**config.mk**
```make
export PLATFORM = sky130hd
export DESIGN_NAME = tec_timer
export DESIGN_NICKNAME = d
export VERILOG_FILES = /design/src/tec_pkg.sv /design/src/tec_edge_det.sv /design/src/tec_timer.sv
export SDC_FILE = /design/constraint.sdc
export NUM_CORES = 1
export LEC_CHECK = 0
export ABC_AREA = 1
export BUFFER_PORTS_ARGS = -buffer_cell sky130_fd_sc_hd__buf_4
export CAP_MARGIN = 5
export CORE_MARGIN = 2
export CORE_UTILIZATION = 47
export DETAILED_ROUTE_END_ITERATION = 10
export GPL_ROUTABILITY_DRIVEN = 0
export PLACE_DENSITY = 0.74
export RECOVER_POWER = 100
export SYNTH_ARGS = -nofsm -noshare
export SYNTH_HDL_FRONTEND = slang
export SYNTH_SLANG_ARGS = --single-unit
```
**constraint.sdc**
```tcl
create_clock -name aclk -period 2 [get_ports aclk]
set_clock_uncertainty 0.05 [all_clocks]
set_input_delay 0.2 -clock aclk [delete_from_list [all_inputs] [get_ports aclk]]
set_output_delay 0.2 -clock aclk [all_outputs]
set_load 0.1 [all_outputs]
```
**src/tec_pkg.sv**
```systemverilog
// Constants, register map, field layouts and types of the timer channel.
// Assumes AXI4-Lite access with 32-bit data and byte addresses.
// How it works
// RULE1: One 16-bit counter steps on the internal tap or external edges.
// RULE2: Software sees the count only through the counter read register.
// RULE3: Disabled counter holds ffff, yet its read register returns 0000.
// RULE4: Enable bit resets to 0; 0 stops and clears, 1 starts counting.
// RULE5: Writes to compare register a are copied into hidden buffer a.
// RULE6: Counter equal to hidden buffer a raises the match a request.
// RULE7: Writes to compare register b are copied into hidden buffer b.
// RULE8: Counter equal to hidden buffer b raises the match b request.
// RULE9: No bus address reaches either hidden compare buffer.
// RULE10: Reset clears both compare registers and both buffers to 0000.
// RULE11: Each input edge detector selects none, rising, falling or both.
// RULE12: Three select bits pick clock divided by 1 up to 128, or events; here all eight codes are taps and event_sel picks events.
// RULE13: First input serves as capture, event count and trigger input.
// RULE14: Output pins follow the settings of the output control register.
// RULE15: Control register zero is 8 bits, resets to 00, byte writable.
// RULE16: Rewriting control register zero unchanged has no side effect.
// RULE17: Without external trigger input, only software trigger starts pulses.
// RULE18: After enable, first count clock gives 0000; counter wraps past ffff.
package tec_pkg;
  // Bus shape
  localparam int ADDR_W = 8;
  localparam int DATA_W = 32;
  localparam int STRB_W = 4;
  localparam int BYTE_W = 8;
  localparam logic [1:0] RESP_OKAY = 2'h0;
  localparam logic [1:0] RESP_SLVERR = 2'h2;
  // Register byte offsets
  localparam logic [ADDR_W-1:0] OFS_CTL0 = 8'h00;
  localparam logic [ADDR_W-1:0] OFS_CCRA = 8'h04;
  localparam logic [ADDR_W-1:0] OFS_CCRB = 8'h08;
  localparam logic [ADDR_W-1:0] OFS_CNT = 8'h0c;
  localparam logic [ADDR_W-1:0] OFS_IOC0 = 8'h10;
  localparam logic [ADDR_W-1:0] OFS_EDGE = 8'h14;
  localparam logic [ADDR_W-1:0] OFS_OPT = 8'h18;
  localparam logic [ADDR_W-1:0] OFS_STAT = 8'h1c;
  localparam logic [ADDR_W-1:0] OFS_MASK = 8'h20;
  // Control register zero layout
  localparam int CTL0_W = 8;
  localparam int CTL0_EN_BIT = 7;
  localparam int CKS_LSB = 0;
  localparam int CKS_W = 3;
  localparam logic [CTL0_W-1:0] CTL0_RST = 8'h00;
  localparam logic [CTL0_W-1:0] CTL0_WMASK = 8'h87;
  // Counter and compare values
  localparam int CNT_W = 16;
  localparam logic [CNT_W-1:0] CNT_STOP = 16'hffff;
  localparam logic [CNT_W-1:0] CNT_ZERO = 16'h0000;
  localparam logic [CNT_W-1:0] CNT_ONE = 16'h0001;
  localparam logic [CNT_W-1:0] CCR_RST = 16'h0000;
  // Prescaler for the eight internal taps
  localparam int PRE_W = 7;
  localparam logic [PRE_W-1:0] PRE_ZERO = 7'h00;
  localparam logic [PRE_W-1:0] PRE_ONE = 7'h01;
  localparam logic [PRE_W-1:0] PRE_ONES = 7'h7f;
  // Sticky event bits
  localparam int IRQ_W = 4;
  localparam int IRQ_MATCH_A = 0;
  localparam int IRQ_MATCH_B = 1;
  localparam int IRQ_OVF = 2;
  localparam int IRQ_CAPT = 3;
  localparam logic [IRQ_W-1:0] IRQ_RST = 4'h0;
  // Edge selection: two bits per input, input a in the low pair
  localparam int EDGE_N = 2;
  localparam int EDGE_MODE_W = 2;
  localparam int EDGE_W = 4;
  localparam logic [EDGE_W-1:0] EDGE_RST = 4'h0;
  typedef enum logic [EDGE_MODE_W-1:0]
  {
    TEC_EDGE_NONE,
    TEC_EDGE_RISE,
    TEC_EDGE_FALL,
    TEC_EDGE_BOTH
  } tec_edge_e;
  // Option register: software trigger bit always reads zero
  typedef struct packed {
    logic sw_trig;
    logic trig_en;
    logic capture_en;
    logic event_sel;
  } tec_opt_s;
  localparam int OPT_W = 4;
  localparam logic [OPT_W-1:0] OPT_RST = 4'h0;
  // Output control register
  typedef struct packed {
    logic b_level;
    logic b_en;
    logic a_level;
    logic a_en;
  } tec_ioc_s;
  localparam int IOC_W = 4;
  localparam logic [IOC_W-1:0] IOC_RST = 4'h0;
endpackage

```
**src/tec_edge_det.sv**
```systemverilog
// Valid-edge detector for one timer input pin.
// Assumes the pin is already synchronous to aclk.
`timescale 1ns/1ps
module tec_edge_det
  import tec_pkg::*;
(
  // Clock and reset
  input wire logic aclk,
  input wire logic aresetn,
  // Pin and edge selection
  input wire logic pin,
  input wire tec_edge_e mode,
  // One-cycle valid edge
  output logic hit
);
  logic prev_q;
  logic hit_q;
  wire rise = pin & ~prev_q;
  wire fall = ~pin & prev_q;
  wire hit_d = ((mode == TEC_EDGE_RISE) & rise) | // RULE11
    ((mode == TEC_EDGE_FALL) & fall) |
    ((mode == TEC_EDGE_BOTH) & (rise | fall));
  assign hit = hit_q;

  // Previous level and registered edge pulse
  always_ff @(posedge aclk)
  begin
    if (!aresetn)
    begin
      prev_q <= 1'b0;
      hit_q <= 1'b0;
    end
    else
    begin
      prev_q <= pin;
      hit_q <= hit_d;
    end
  end
endmodule

```
**src/tec_timer.sv**
```systemverilog
// One channel of a 16-bit timer/event counter with two compare buffers.
// Assumes an AXI4-Lite master and timer inputs synchronous to aclk.
`timescale 1ns/1ps
module tec_timer
  import tec_pkg::*;
#(
  parameter bit HAS_EXT_TRIG = 1'b1
)
(
  // Clock and reset
  input wire logic aclk,
  input wire logic aresetn,
  // AXI4-Lite write address
  input wire logic [ADDR_W-1:0] s_axi_awaddr,
  input wire logic [2:0] s_axi_awprot,
  input wire logic s_axi_awvalid,
  output logic s_axi_awready,
  // AXI4-Lite write data
  input wire logic [DATA_W-1:0] s_axi_wdata,
  input wire logic [STRB_W-1:0] s_axi_wstrb,
  input wire logic s_axi_wvalid,
  output logic s_axi_wready,
  // AXI4-Lite write response
  output logic [1:0] s_axi_bresp,
  output logic s_axi_bvalid,
  input wire logic s_axi_bready,
  // AXI4-Lite read address
  input wire logic [ADDR_W-1:0] s_axi_araddr,
  input wire logic [2:0] s_axi_arprot,
  input wire logic s_axi_arvalid,
  output logic s_axi_arready,
  // AXI4-Lite read data
  output logic [DATA_W-1:0] s_axi_rdata,
  output logic [1:0] s_axi_rresp,
  output logic s_axi_rvalid,
  input wire logic s_axi_rready,
  // Timer pins
  input wire logic input_a_ch0,
  input wire logic input_b_ch0,
  output logic output_a_ch0,
  output logic output_b_ch0,
  // Interrupt requests
  output logic match_irq_a,
  output logic match_irq_b,
  output logic irq
);
  // Word index compare, used by both read and write decode
  function automatic logic is_reg(input logic [ADDR_W-1:0] a,
                                  input logic [ADDR_W-1:0] ofs);
    is_reg = (a[ADDR_W-1:2] == ofs[ADDR_W-1:2]);
  endfunction

  // Byte-lane merge of a 16-bit register
  function automatic logic [CNT_W-1:0] merge16(input logic [CNT_W-1:0] old,
    input logic [DATA_W-1:0] d, input logic [STRB_W-1:0] s);
    logic [CNT_W-1:0] r;
    r = old;
    for (int i = 0; i < CNT_W / BYTE_W; i++)
    begin
      if (s[i])
        r[i*BYTE_W +: BYTE_W] = d[i*BYTE_W +: BYTE_W];
    end
    merge16 = r;
  endfunction

  ////////////////////////////////////////////////////////////////////////////
  // Storage
  logic aw_full_q, w_full_q, bvalid_q, rvalid_q;
  logic [ADDR_W-1:0] awaddr_q;
  logic [DATA_W-1:0] wdata_q, rdata_q;
  logic [STRB_W-1:0] wstrb_q;
  logic [1:0] bresp_q, rresp_q;
  logic [CTL0_W-1:0] ctl0_q;
  logic [CNT_W-1:0] ccr_a_q, ccr_b_q, buf_a_q, buf_b_q, cnt_q;
  logic ldbuf_a_q, ldbuf_b_q, started_q, sw_trig_q;
  logic [PRE_W-1:0] pre_q;
  tec_opt_s opt_q;
  tec_ioc_s ioc_q;
  logic [EDGE_W-1:0] edge_q;
  logic [IRQ_W-1:0] stat_q, mask_q;
  logic irq_q, match_a_q, match_b_q, out_a_q, out_b_q;
  logic [1:0] tog_q;
  logic [EDGE_N-1:0] hit;

  ////////////////////////////////////////////////////////////////////////////
  // Write channel: address and data taken independently, then one response
  wire aw_fire = s_axi_awvalid & s_axi_awready;
  wire w_fire = s_axi_wvalid & s_axi_wready;
  wire do_wr = aw_full_q & w_full_q & ~bvalid_q;
  assign s_axi_awready = ~aw_full_q & ~bvalid_q;
  assign s_axi_wready = ~w_full_q & ~bvalid_q;
  assign s_axi_bvalid = bvalid_q;
  assign s_axi_bresp = bresp_q;

  // Write decode; the hidden buffers have no address at all
  wire wr_ctl0 = do_wr & is_reg(awaddr_q, OFS_CTL0) & wstrb_q[0];
  wire wr_ccra = do_wr & is_reg(awaddr_q, OFS_CCRA); // RULE9
  wire wr_ccrb = do_wr & is_reg(awaddr_q, OFS_CCRB); // RULE9
  wire wr_ioc = do_wr & is_reg(awaddr_q, OFS_IOC0) & wstrb_q[0];
  wire wr_edge = do_wr & is_reg(awaddr_q, OFS_EDGE) & wstrb_q[0];
  wire wr_opt = do_wr & is_reg(awaddr_q, OFS_OPT) & wstrb_q[0];
  wire wr_mask = do_wr & is_reg(awaddr_q, OFS_MASK) & wstrb_q[0];
  wire wr_hit = is_reg(awaddr_q, OFS_CTL0) | is_reg(awaddr_q, OFS_CCRA) |
    is_reg(awaddr_q, OFS_CCRB) | is_reg(awaddr_q, OFS_CNT) |
    is_reg(awaddr_q, OFS_IOC0) | is_reg(awaddr_q, OFS_EDGE) |
    is_reg(awaddr_q, OFS_OPT) | is_reg(awaddr_q, OFS_STAT) |
    is_reg(awaddr_q, OFS_MASK);
  wire [CNT_W-1:0] ccra_wval = merge16(ccr_a_q, wdata_q, wstrb_q);
  wire [CNT_W-1:0] ccrb_wval = merge16(ccr_b_q, wdata_q, wstrb_q);

  // Write holding registers and response
  always_ff @(posedge aclk)
  begin
    if (!aresetn)
    begin
      aw_full_q <= 1'b0;
      w_full_q <= 1'b0;
      bvalid_q <= 1'b0;
      bresp_q <= RESP_OKAY;
      awaddr_q <= '0;
      wdata_q <= '0;
      wstrb_q <= '0;
    end
    else
    begin
      if (aw_fire)
        awaddr_q <= s_axi_awaddr;
      if (w_fire)
      begin
        wdata_q <= s_axi_wdata;
        wstrb_q <= s_axi_wstrb;
      end
      aw_full_q <= aw_fire | (aw_full_q & ~do_wr);
      w_full_q <= w_fire | (w_full_q & ~do_wr);
      if (do_wr)
      begin
        bvalid_q <= 1'b1;
        bresp_q <= wr_hit ? RESP_OKAY : RESP_SLVERR;
      end
      else if (s_axi_bready)
        bvalid_q <= 1'b0;
    end
  end

  ////////////////////////////////////////////////////////////////////////////
  // Read channel: data registered at the address handshake
  wire ar_fire = s_axi_arvalid & s_axi_arready;
  assign s_axi_arready = ~rvalid_q;
  assign s_axi_rvalid = rvalid_q;
  assign s_axi_rdata = rdata_q;
  assign s_axi_rresp = rresp_q;
  wire en = ctl0_q[CTL0_EN_BIT];
  wire rd_ctl0 = is_reg(s_axi_araddr, OFS_CTL0);
  wire rd_ccra = is_reg(s_axi_araddr, OFS_CCRA);
  wire rd_ccrb = is_reg(s_axi_araddr, OFS_CCRB);
  wire rd_cnt = is_reg(s_axi_araddr, OFS_CNT);
  wire rd_ioc = is_reg(s_axi_araddr, OFS_IOC0);
  wire rd_edge = is_reg(s_axi_araddr, OFS_EDGE);
  wire rd_opt = is_reg(s_axi_araddr, OFS_OPT);
  wire rd_stat = is_reg(s_axi_araddr, OFS_STAT);
  wire rd_mask = is_reg(s_axi_araddr, OFS_MASK);
  wire rd_hit = rd_ctl0 | rd_ccra | rd_ccrb | rd_cnt | rd_ioc | rd_edge |
    rd_opt | rd_stat | rd_mask;
  // Stopped counter reads as zero even though it holds all ones
  wire [CNT_W-1:0] cnt_view = en ? cnt_q : CNT_ZERO; // RULE2 RULE3
  wire [CNT_W-1:0] rd_val =
    rd_ctl0 ? CNT_W'(ctl0_q) :
    rd_ccra ? ccr_a_q :
    rd_ccrb ? ccr_b_q :
    rd_cnt ? cnt_view :
    rd_ioc ? CNT_W'(ioc_q) :
    rd_edge ? CNT_W'(edge_q) :
    rd_opt ? CNT_W'(opt_q) :
    rd_stat ? CNT_W'(stat_q) :
    rd_mask ? CNT_W'(mask_q) : CNT_ZERO;
  wire stat_rd_clr = ar_fire & rd_stat;

  // Read data and response
  always_ff @(posedge aclk)
  begin
    if (!aresetn)
    begin
      rvalid_q <= 1'b0;
      rdata_q <= '0;
      rresp_q <= RESP_OKAY;
    end
    else if (ar_fire)
    begin
      rvalid_q <= 1'b1;
      rdata_q <= DATA_W'(rd_val);
      rresp_q <= rd_hit ? RESP_OKAY : RESP_SLVERR;
    end
    else if (s_axi_rready)
      rvalid_q <= 1'b0;
  end

  ////////////////////////////////////////////////////////////////////////////
  // Edge detectors, one per input pin
  wire [EDGE_N-1:0] pins = {input_b_ch0, input_a_ch0};
  genvar gi;
  generate
    for (gi = 0; gi < EDGE_N; gi++)
    begin : g_edge
      tec_edge_det u_edge (
        .aclk(aclk),
        .aresetn(aresetn),
        .pin(pins[gi]),
        .mode(tec_edge_e'(edge_q[gi*EDGE_MODE_W +: EDGE_MODE_W])),
        .hit(hit[gi])
      );
    end
  endgenerate

  // Count clock: tap k fires when the low k prescaler bits are all ones
  wire [CKS_W-1:0] cks = ctl0_q[CKS_LSB +: CKS_W];
  wire tick_int = &(pre_q | (PRE_ONES << cks)); // RULE12
  wire tick = opt_q.event_sel ? hit[0] : tick_int; // RULE1 RULE13
  // External trigger only where the channel has the pin
  wire ext_trig = HAS_EXT_TRIG & opt_q.trig_en & hit[0]; // RULE13 RULE17
  wire trig_fire = en & (sw_trig_q | ext_trig); // RULE17
  wire count_step = en & tick & ~trig_fire;
  wire [CNT_W-1:0] cnt_nxt = cnt_q + CNT_ONE; // RULE18
  wire cap_a = en & opt_q.capture_en & hit[0]; // RULE13
  wire cap_b = en & opt_q.capture_en & hit[1];
  wire cmp_on = count_step & ~opt_q.capture_en;
  wire match_a_d = cmp_on & (cnt_nxt == buf_a_q); // RULE6
  wire match_b_d = cmp_on & (cnt_nxt == buf_b_q); // RULE8
  // First step out of the stopped value is not an overflow
  wire ovf_d = count_step & started_q & (cnt_q == CNT_STOP);
  wire [IRQ_W-1:0] ev_set = {cap_a | cap_b, ovf_d, match_b_d, match_a_d};

  // Counter and prescaler; disable clears both like a reset
  always_ff @(posedge aclk)
  begin
    if (!aresetn || !en) // RULE3 RULE4
    begin
      cnt_q <= CNT_STOP;
      pre_q <= PRE_ZERO;
      started_q <= 1'b0;
    end
    else if (trig_fire)
    begin
      cnt_q <= CNT_ZERO;
      pre_q <= PRE_ZERO;
      started_q <= 1'b1;
    end
    else
    begin
      pre_q <= pre_q + PRE_ONE;
      if (count_step) // RULE1 RULE18
      begin
        cnt_q <= cnt_nxt;
        started_q <= 1'b1;
      end
    end
  end

  // Control registers; same-value rewrite changes nothing
  always_ff @(posedge aclk)
  begin
    if (!aresetn)
    begin
      ctl0_q <= CTL0_RST; // RULE4 RULE15
      ioc_q <= IOC_RST;
      edge_q <= EDGE_RST;
      opt_q <= OPT_RST;
      mask_q <= IRQ_RST;
      sw_trig_q <= 1'b0;
    end
    else
    begin
      if (wr_ctl0)
        ctl0_q <= wdata_q[CTL0_W-1:0] & CTL0_WMASK; // RULE15 RULE16
      if (wr_ioc)
        ioc_q <= wdata_q[IOC_W-1:0];
      if (wr_edge)
        edge_q <= wdata_q[EDGE_W-1:0];
      if (wr_opt)
        opt_q <= {1'b0, wdata_q[OPT_W-2:0]};
      if (wr_mask)
        mask_q <= wdata_q[IRQ_W-1:0];
      sw_trig_q <= wr_opt & wdata_q[OPT_W-1];
    end
  end

  // Compare registers and their hidden buffers; capture beats a write
  always_ff @(posedge aclk)
  begin
    if (!aresetn)
    begin
      ccr_a_q <= CCR_RST; // RULE10
      ccr_b_q <= CCR_RST;
      buf_a_q <= CCR_RST;
      buf_b_q <= CCR_RST;
      ldbuf_a_q <= 1'b0;
      ldbuf_b_q <= 1'b0;
    end
    else
    begin
      if (cap_a)
        ccr_a_q <= cnt_q;
      else if (wr_ccra)
        ccr_a_q <= ccra_wval;
      if (cap_b)
        ccr_b_q <= cnt_q;
      else if (wr_ccrb)
        ccr_b_q <= ccrb_wval;
      ldbuf_a_q <= wr_ccra & ~opt_q.capture_en & ~cap_a;
      ldbuf_b_q <= wr_ccrb & ~opt_q.capture_en & ~cap_b;
      if (ldbuf_a_q)
        buf_a_q <= ccr_a_q; // RULE5
      if (ldbuf_b_q)
        buf_b_q <= ccr_b_q; // RULE7
    end
  end

  // Status, interrupts and output pins; a new event wins over a read clear
  always_ff @(posedge aclk)
  begin
    if (!aresetn)
    begin
      stat_q <= IRQ_RST;
      irq_q <= 1'b0;
      match_a_q <= 1'b0;
      match_b_q <= 1'b0;
      tog_q <= 2'h0;
      out_a_q <= 1'b0;
      out_b_q <= 1'b0;
    end
    else
    begin
      stat_q <= (stat_q & ~{IRQ_W{stat_rd_clr}}) | ev_set;
      irq_q <= |(stat_q & mask_q);
      match_a_q <= match_a_d; // RULE6
      match_b_q <= match_b_d; // RULE8
      tog_q <= en ? (tog_q ^ {match_b_d, match_a_d}) : 2'h0;
      out_a_q <= ioc_q.a_en & (ioc_q.a_level ^ tog_q[0]); // RULE14
      out_b_q <= ioc_q.b_en & (ioc_q.b_level ^ tog_q[1]); // RULE14
    end
  end
  assign irq = irq_q;
  assign match_irq_a = match_a_q;
  assign match_irq_b = match_b_q;
  assign output_a_ch0 = out_a_q;
  assign output_b_ch0 = out_b_q;
endmodule

```
==> results.ini <==
[detailed_routing]
dr.pass1.iters = 6
drt_iter0_drc = 773
avgRoutedWirePerCell_um = 15.7
final_antenna_net_count = 0
drc = 0
routed_via_density = 5.44
routed_wl_um = 23900
vias = 8298

[clock_tree]
cts_max_level = 4
cts_tree = built
clock_latency_ns = 0.43
clockBufferDepth = 2
cts-root-buf = clkbuf_16
cts_sinks = 171
cts_buffers = 17
path_clk_slew_ns = 0.07

[logic_synthesis]
syn_inst = 1158
ys.flop_type = dfxtp_1
syn_area_um2 = 8080
ys_ff_latch = 171
yosysWarningCount = 0
avgSynthCellArea_um2 = 6.98
synth_edf_count = 0
ys_async_sr_fraction_pct = 0
ys_seq_area_share_pct = 42.4
ys_types = 43

[critical_path]
path_max_fanout = 3
ff2ff_path_depth = 15
r2r-end = tog_q[1]$_SDFF_PN0_
r2r_setup_slack_ns = -0.11
rr_startpoint = cnt_q[5]$_SDFFE_PN1P_
cp-start-kind = flop
crit_arrival_ns = 2.42
critical_path_class = flop to flop
crit_required_ns = 2.31
critPathCaptureType = flop

[global_route]
grt_overflow_total = 0
grt_max_degree = 113
track_usage_pct = 26.1
antenna_found_initial = 0
grt_pass1_vias = 7458
grt_pass1_wl_um = 37800

[layout]
syn2layout_area_growth_pct = 26.2
final_common_cell = nand2_1
antenna_cells = 0
multi_input_area_um2 = 4260
seqCellArea_um2 = 3440
nNetsFinal = 1364
nFillCells = 1506
layout.cells.non_filler = 1524
layout_common_cells = nand2_1 (252), dfxtp_1 (163), o21ai_0 (116), nor2_1 (115), inv_1 (104)
post-route-util_pct = 61.1
drive_gt1_share_pct = 19.5

[die]
fp.dieH_um = 135
core_um2 = 16700
die_x_um = 135
ioPinCount = 113
die_area_um2 = 18300
row_count = 47
start_util_pct = 48.4

[sta]
whs_ns = -0.00107
report.final.hold_viol_count = 1
slew_headroom_pct = 41.6
tightest_slew_ns = 0.876
fin_crit_sh_pct = 105
slew_viol_final = 0
setup_ws_ns = -0.106
rsz0062_at_grt = yes
setup_viol = 6
fmax_ghz = 0.475
fin_crit_ns = 2.11

[job]
max_cap_viol_count = 0

[power]
power.switching_mw = 2.03
power_frac_comb_pct = 10.0
p_total_mw = 7.46
powerDensity_nw_per_um2 = 732
internal-power_mw = 5.44
p_seq_share_pct = 47.3
vdd.ir_drop.worst_v = 0.000625
p_sw_share_pct = 27.2
clock_power_share_pct = 42.8
power.leakage_nw = 4.50

[min_path]
min_path_type = primary input to flop
whs_endpoint = wdata_q[9]$_SDFFE_PN0P_
min_from = s_axi_wdata[9]
min_path_cells = 3

[outcome]
status = finished with violations
violations = hold timing, setup timing

[placement]
io_buffer_count = 66
placed_cells = 1464
hpwlAfterDp_um = 16400

==> flip-flops by register name, summed over array words and instances, names as in the netlist, 6 cells and up <==
| signal | flops |
|---|---|
| pre_q | 7 |
| s_axi_rdata | 16 |
| wdata_q | 16 |
| cnt_q | 16 |
| ccr_a_q | 16 |
| awaddr_q | 6 |
| buf_b_q | 16 |
| ccr_b_q | 16 |
| buf_a_q | 16 |
==> worst max path at each step <==
stage / start / endpoint / slack [ns]
2_1_floorplan: s_axi_rvalid$_SDFFE_PN0P_ / s_axi_rvalid$_SDFFE_PN0P_ / 0.007
3_3_place_gp: cnt_q[0]$_SDFFE_PN1P_ / tog_q[0]$_SDFF_PN0_ / -0.04
3_5_place_dp: cnt_q[0]$_SDFFE_PN1P_ / stat_q[0]$_SDFF_PN0_ / -0.11
4_1_cts: cnt_q[1]$_SDFFE_PN1P_ / tog_q[1]$_SDFF_PN0_ / -0.02
5_1_grt: cnt_q[0]$_SDFFE_PN1P_ / tog_q[1]$_SDFF_PN0_ / -0.22
6_report: cnt_q[5]$_SDFFE_PN1P_ / tog_q[1]$_SDFF_PN0_ / -0.11
==> power groups by stage <==
stage / Combinational (mW) / Clock (mW) / Sequential [mW]
6_report: 0.744 / 3.19 / 3.53
2_1_floorplan: 0.493 / 0 / 3.65
4_1_cts: 0.742 / 3.20 / 3.53
3_5_place_dp: 0.702 / 0 / 3.61
5_1_grt: 0.803 / 3.33 / 3.54
3_3_place_gp: 0.693 / 0 / 3.61
==> cells in the mapped netlist (2+ instances only) <==
cell type / n / area (µm²)
nor2_4: 2 / 22.5
o211ai_1: 16 / 120
o21ai_1: 2 / 10.0
o221ai_1: 10 / 87.6
clkinv_1: 7 / 26.3
dfxtp_1: 171 / 3420
nand4_1: 16 / 100
o21ai_0: 117 / 586
buf_4: 22 / 165
or2_2: 2 / 12.5
o22ai_1: 3 / 18.8
nand3_1: 51 / 255
a31oi_1: 32 / 200
ha_1: 6 / 75.1
a21oi_1: 89 / 445
nand2_1: 278 / 1040
a211oi_1: 8 / 60.1
nand2_2: 7 / 43.8
a22oi_1: 2 / 15.0
a311oi_1: 2 / 17.5
clkbuf_1: 31 / 116
nor2_2: 7 / 43.8
nor4_1: 2 / 12.5
inv_1: 109 / 409
o21bai_1: 2 / 15.0
xor2_1: 8 / 70.1
xnor2_1: 4 / 35.0
buf_2: 7 / 35.0
nor3_1: 5 / 25.0
nor3_2: 2 / 20.0
nor2_1: 125 / 469
inv_2: 2 / 7.51
==> critical path: stages, from the launching register on <==
cell     delay [ns]
dfxtp_1        0.37
nand2_1        0.12
nor2_2         0.17
buf_4          0.14
nand3_1        0.09
nand2_2        0.10
nand2_1        0.09
nand2_1        0.07
nand2_1        0.07
nor2_1         0.14
nand3_1        0.16
nor2_4         0.14
nand2_1        0.10
nand2_1        0.09
nand2_1        0.06
nor2_2         0.10
==> repair_timing <==
action,in CTS,in global routing
gates cloned,0,0
endpoints found under the setup margin,6,22
buffers inserted,3,4
hold buffers,22,0
gates resized for setup,37,62
pin swaps,14,38
hold endpoints to repair,22,0
==> metal layers <==
layer	vias to the layer above	wire length [µm]	global-route usage (%)
met3	59	1770	3.49
met1	3792	10500	36.2
met4	0	764	9.55
met5	-	0	0
li1	4084	-	-
met2	363	10900	41.7
==> cells by family after synthesis <==
kind of cell,count (synthesis),synth area share (%)
and+or+nand+nor,499,25.5
AOI/OAI and AO/OA,287,19.9
buffers and inverters,181,9.65
DFF,171,42.4
xor gates and xnor gates,13,1.58
adders and majority gates,6,0.929
other,1,0.0464
==> layout make-up <==
type | count | area share (%)
clock buffers | 20 | 4.38
clock inverters | 12 | 1.13
inverters | 118 | 4.39
multi-input cells | 823 | 41.8
flip-flops and latches | 171 | 33.7
well taps | 220 | 2.70
repair buffers | 160 | 11.9
==> metrics by stage <==
step | hold slack, ns | setup TNS [ns] | cell area, µm² | setup WS [ns]
6_report | -0.00107 | -0.277 | 10200 | -0.106
3_3_place_gp | 0.350 | -0.119 | 9140 | -0.0421
5_1_grt | 0.0331 | -1.98 | 10200 | -0.222
2_1_floorplan | 0.243 | 0 | 8180 | 0.00700
3_5_place_dp | 0.356 | -0.384 | 9140 | -0.109
4_1_cts | 0.00216 | -0.0151 | 10100 | -0.0151
Power figures use the tool's default switching activity.
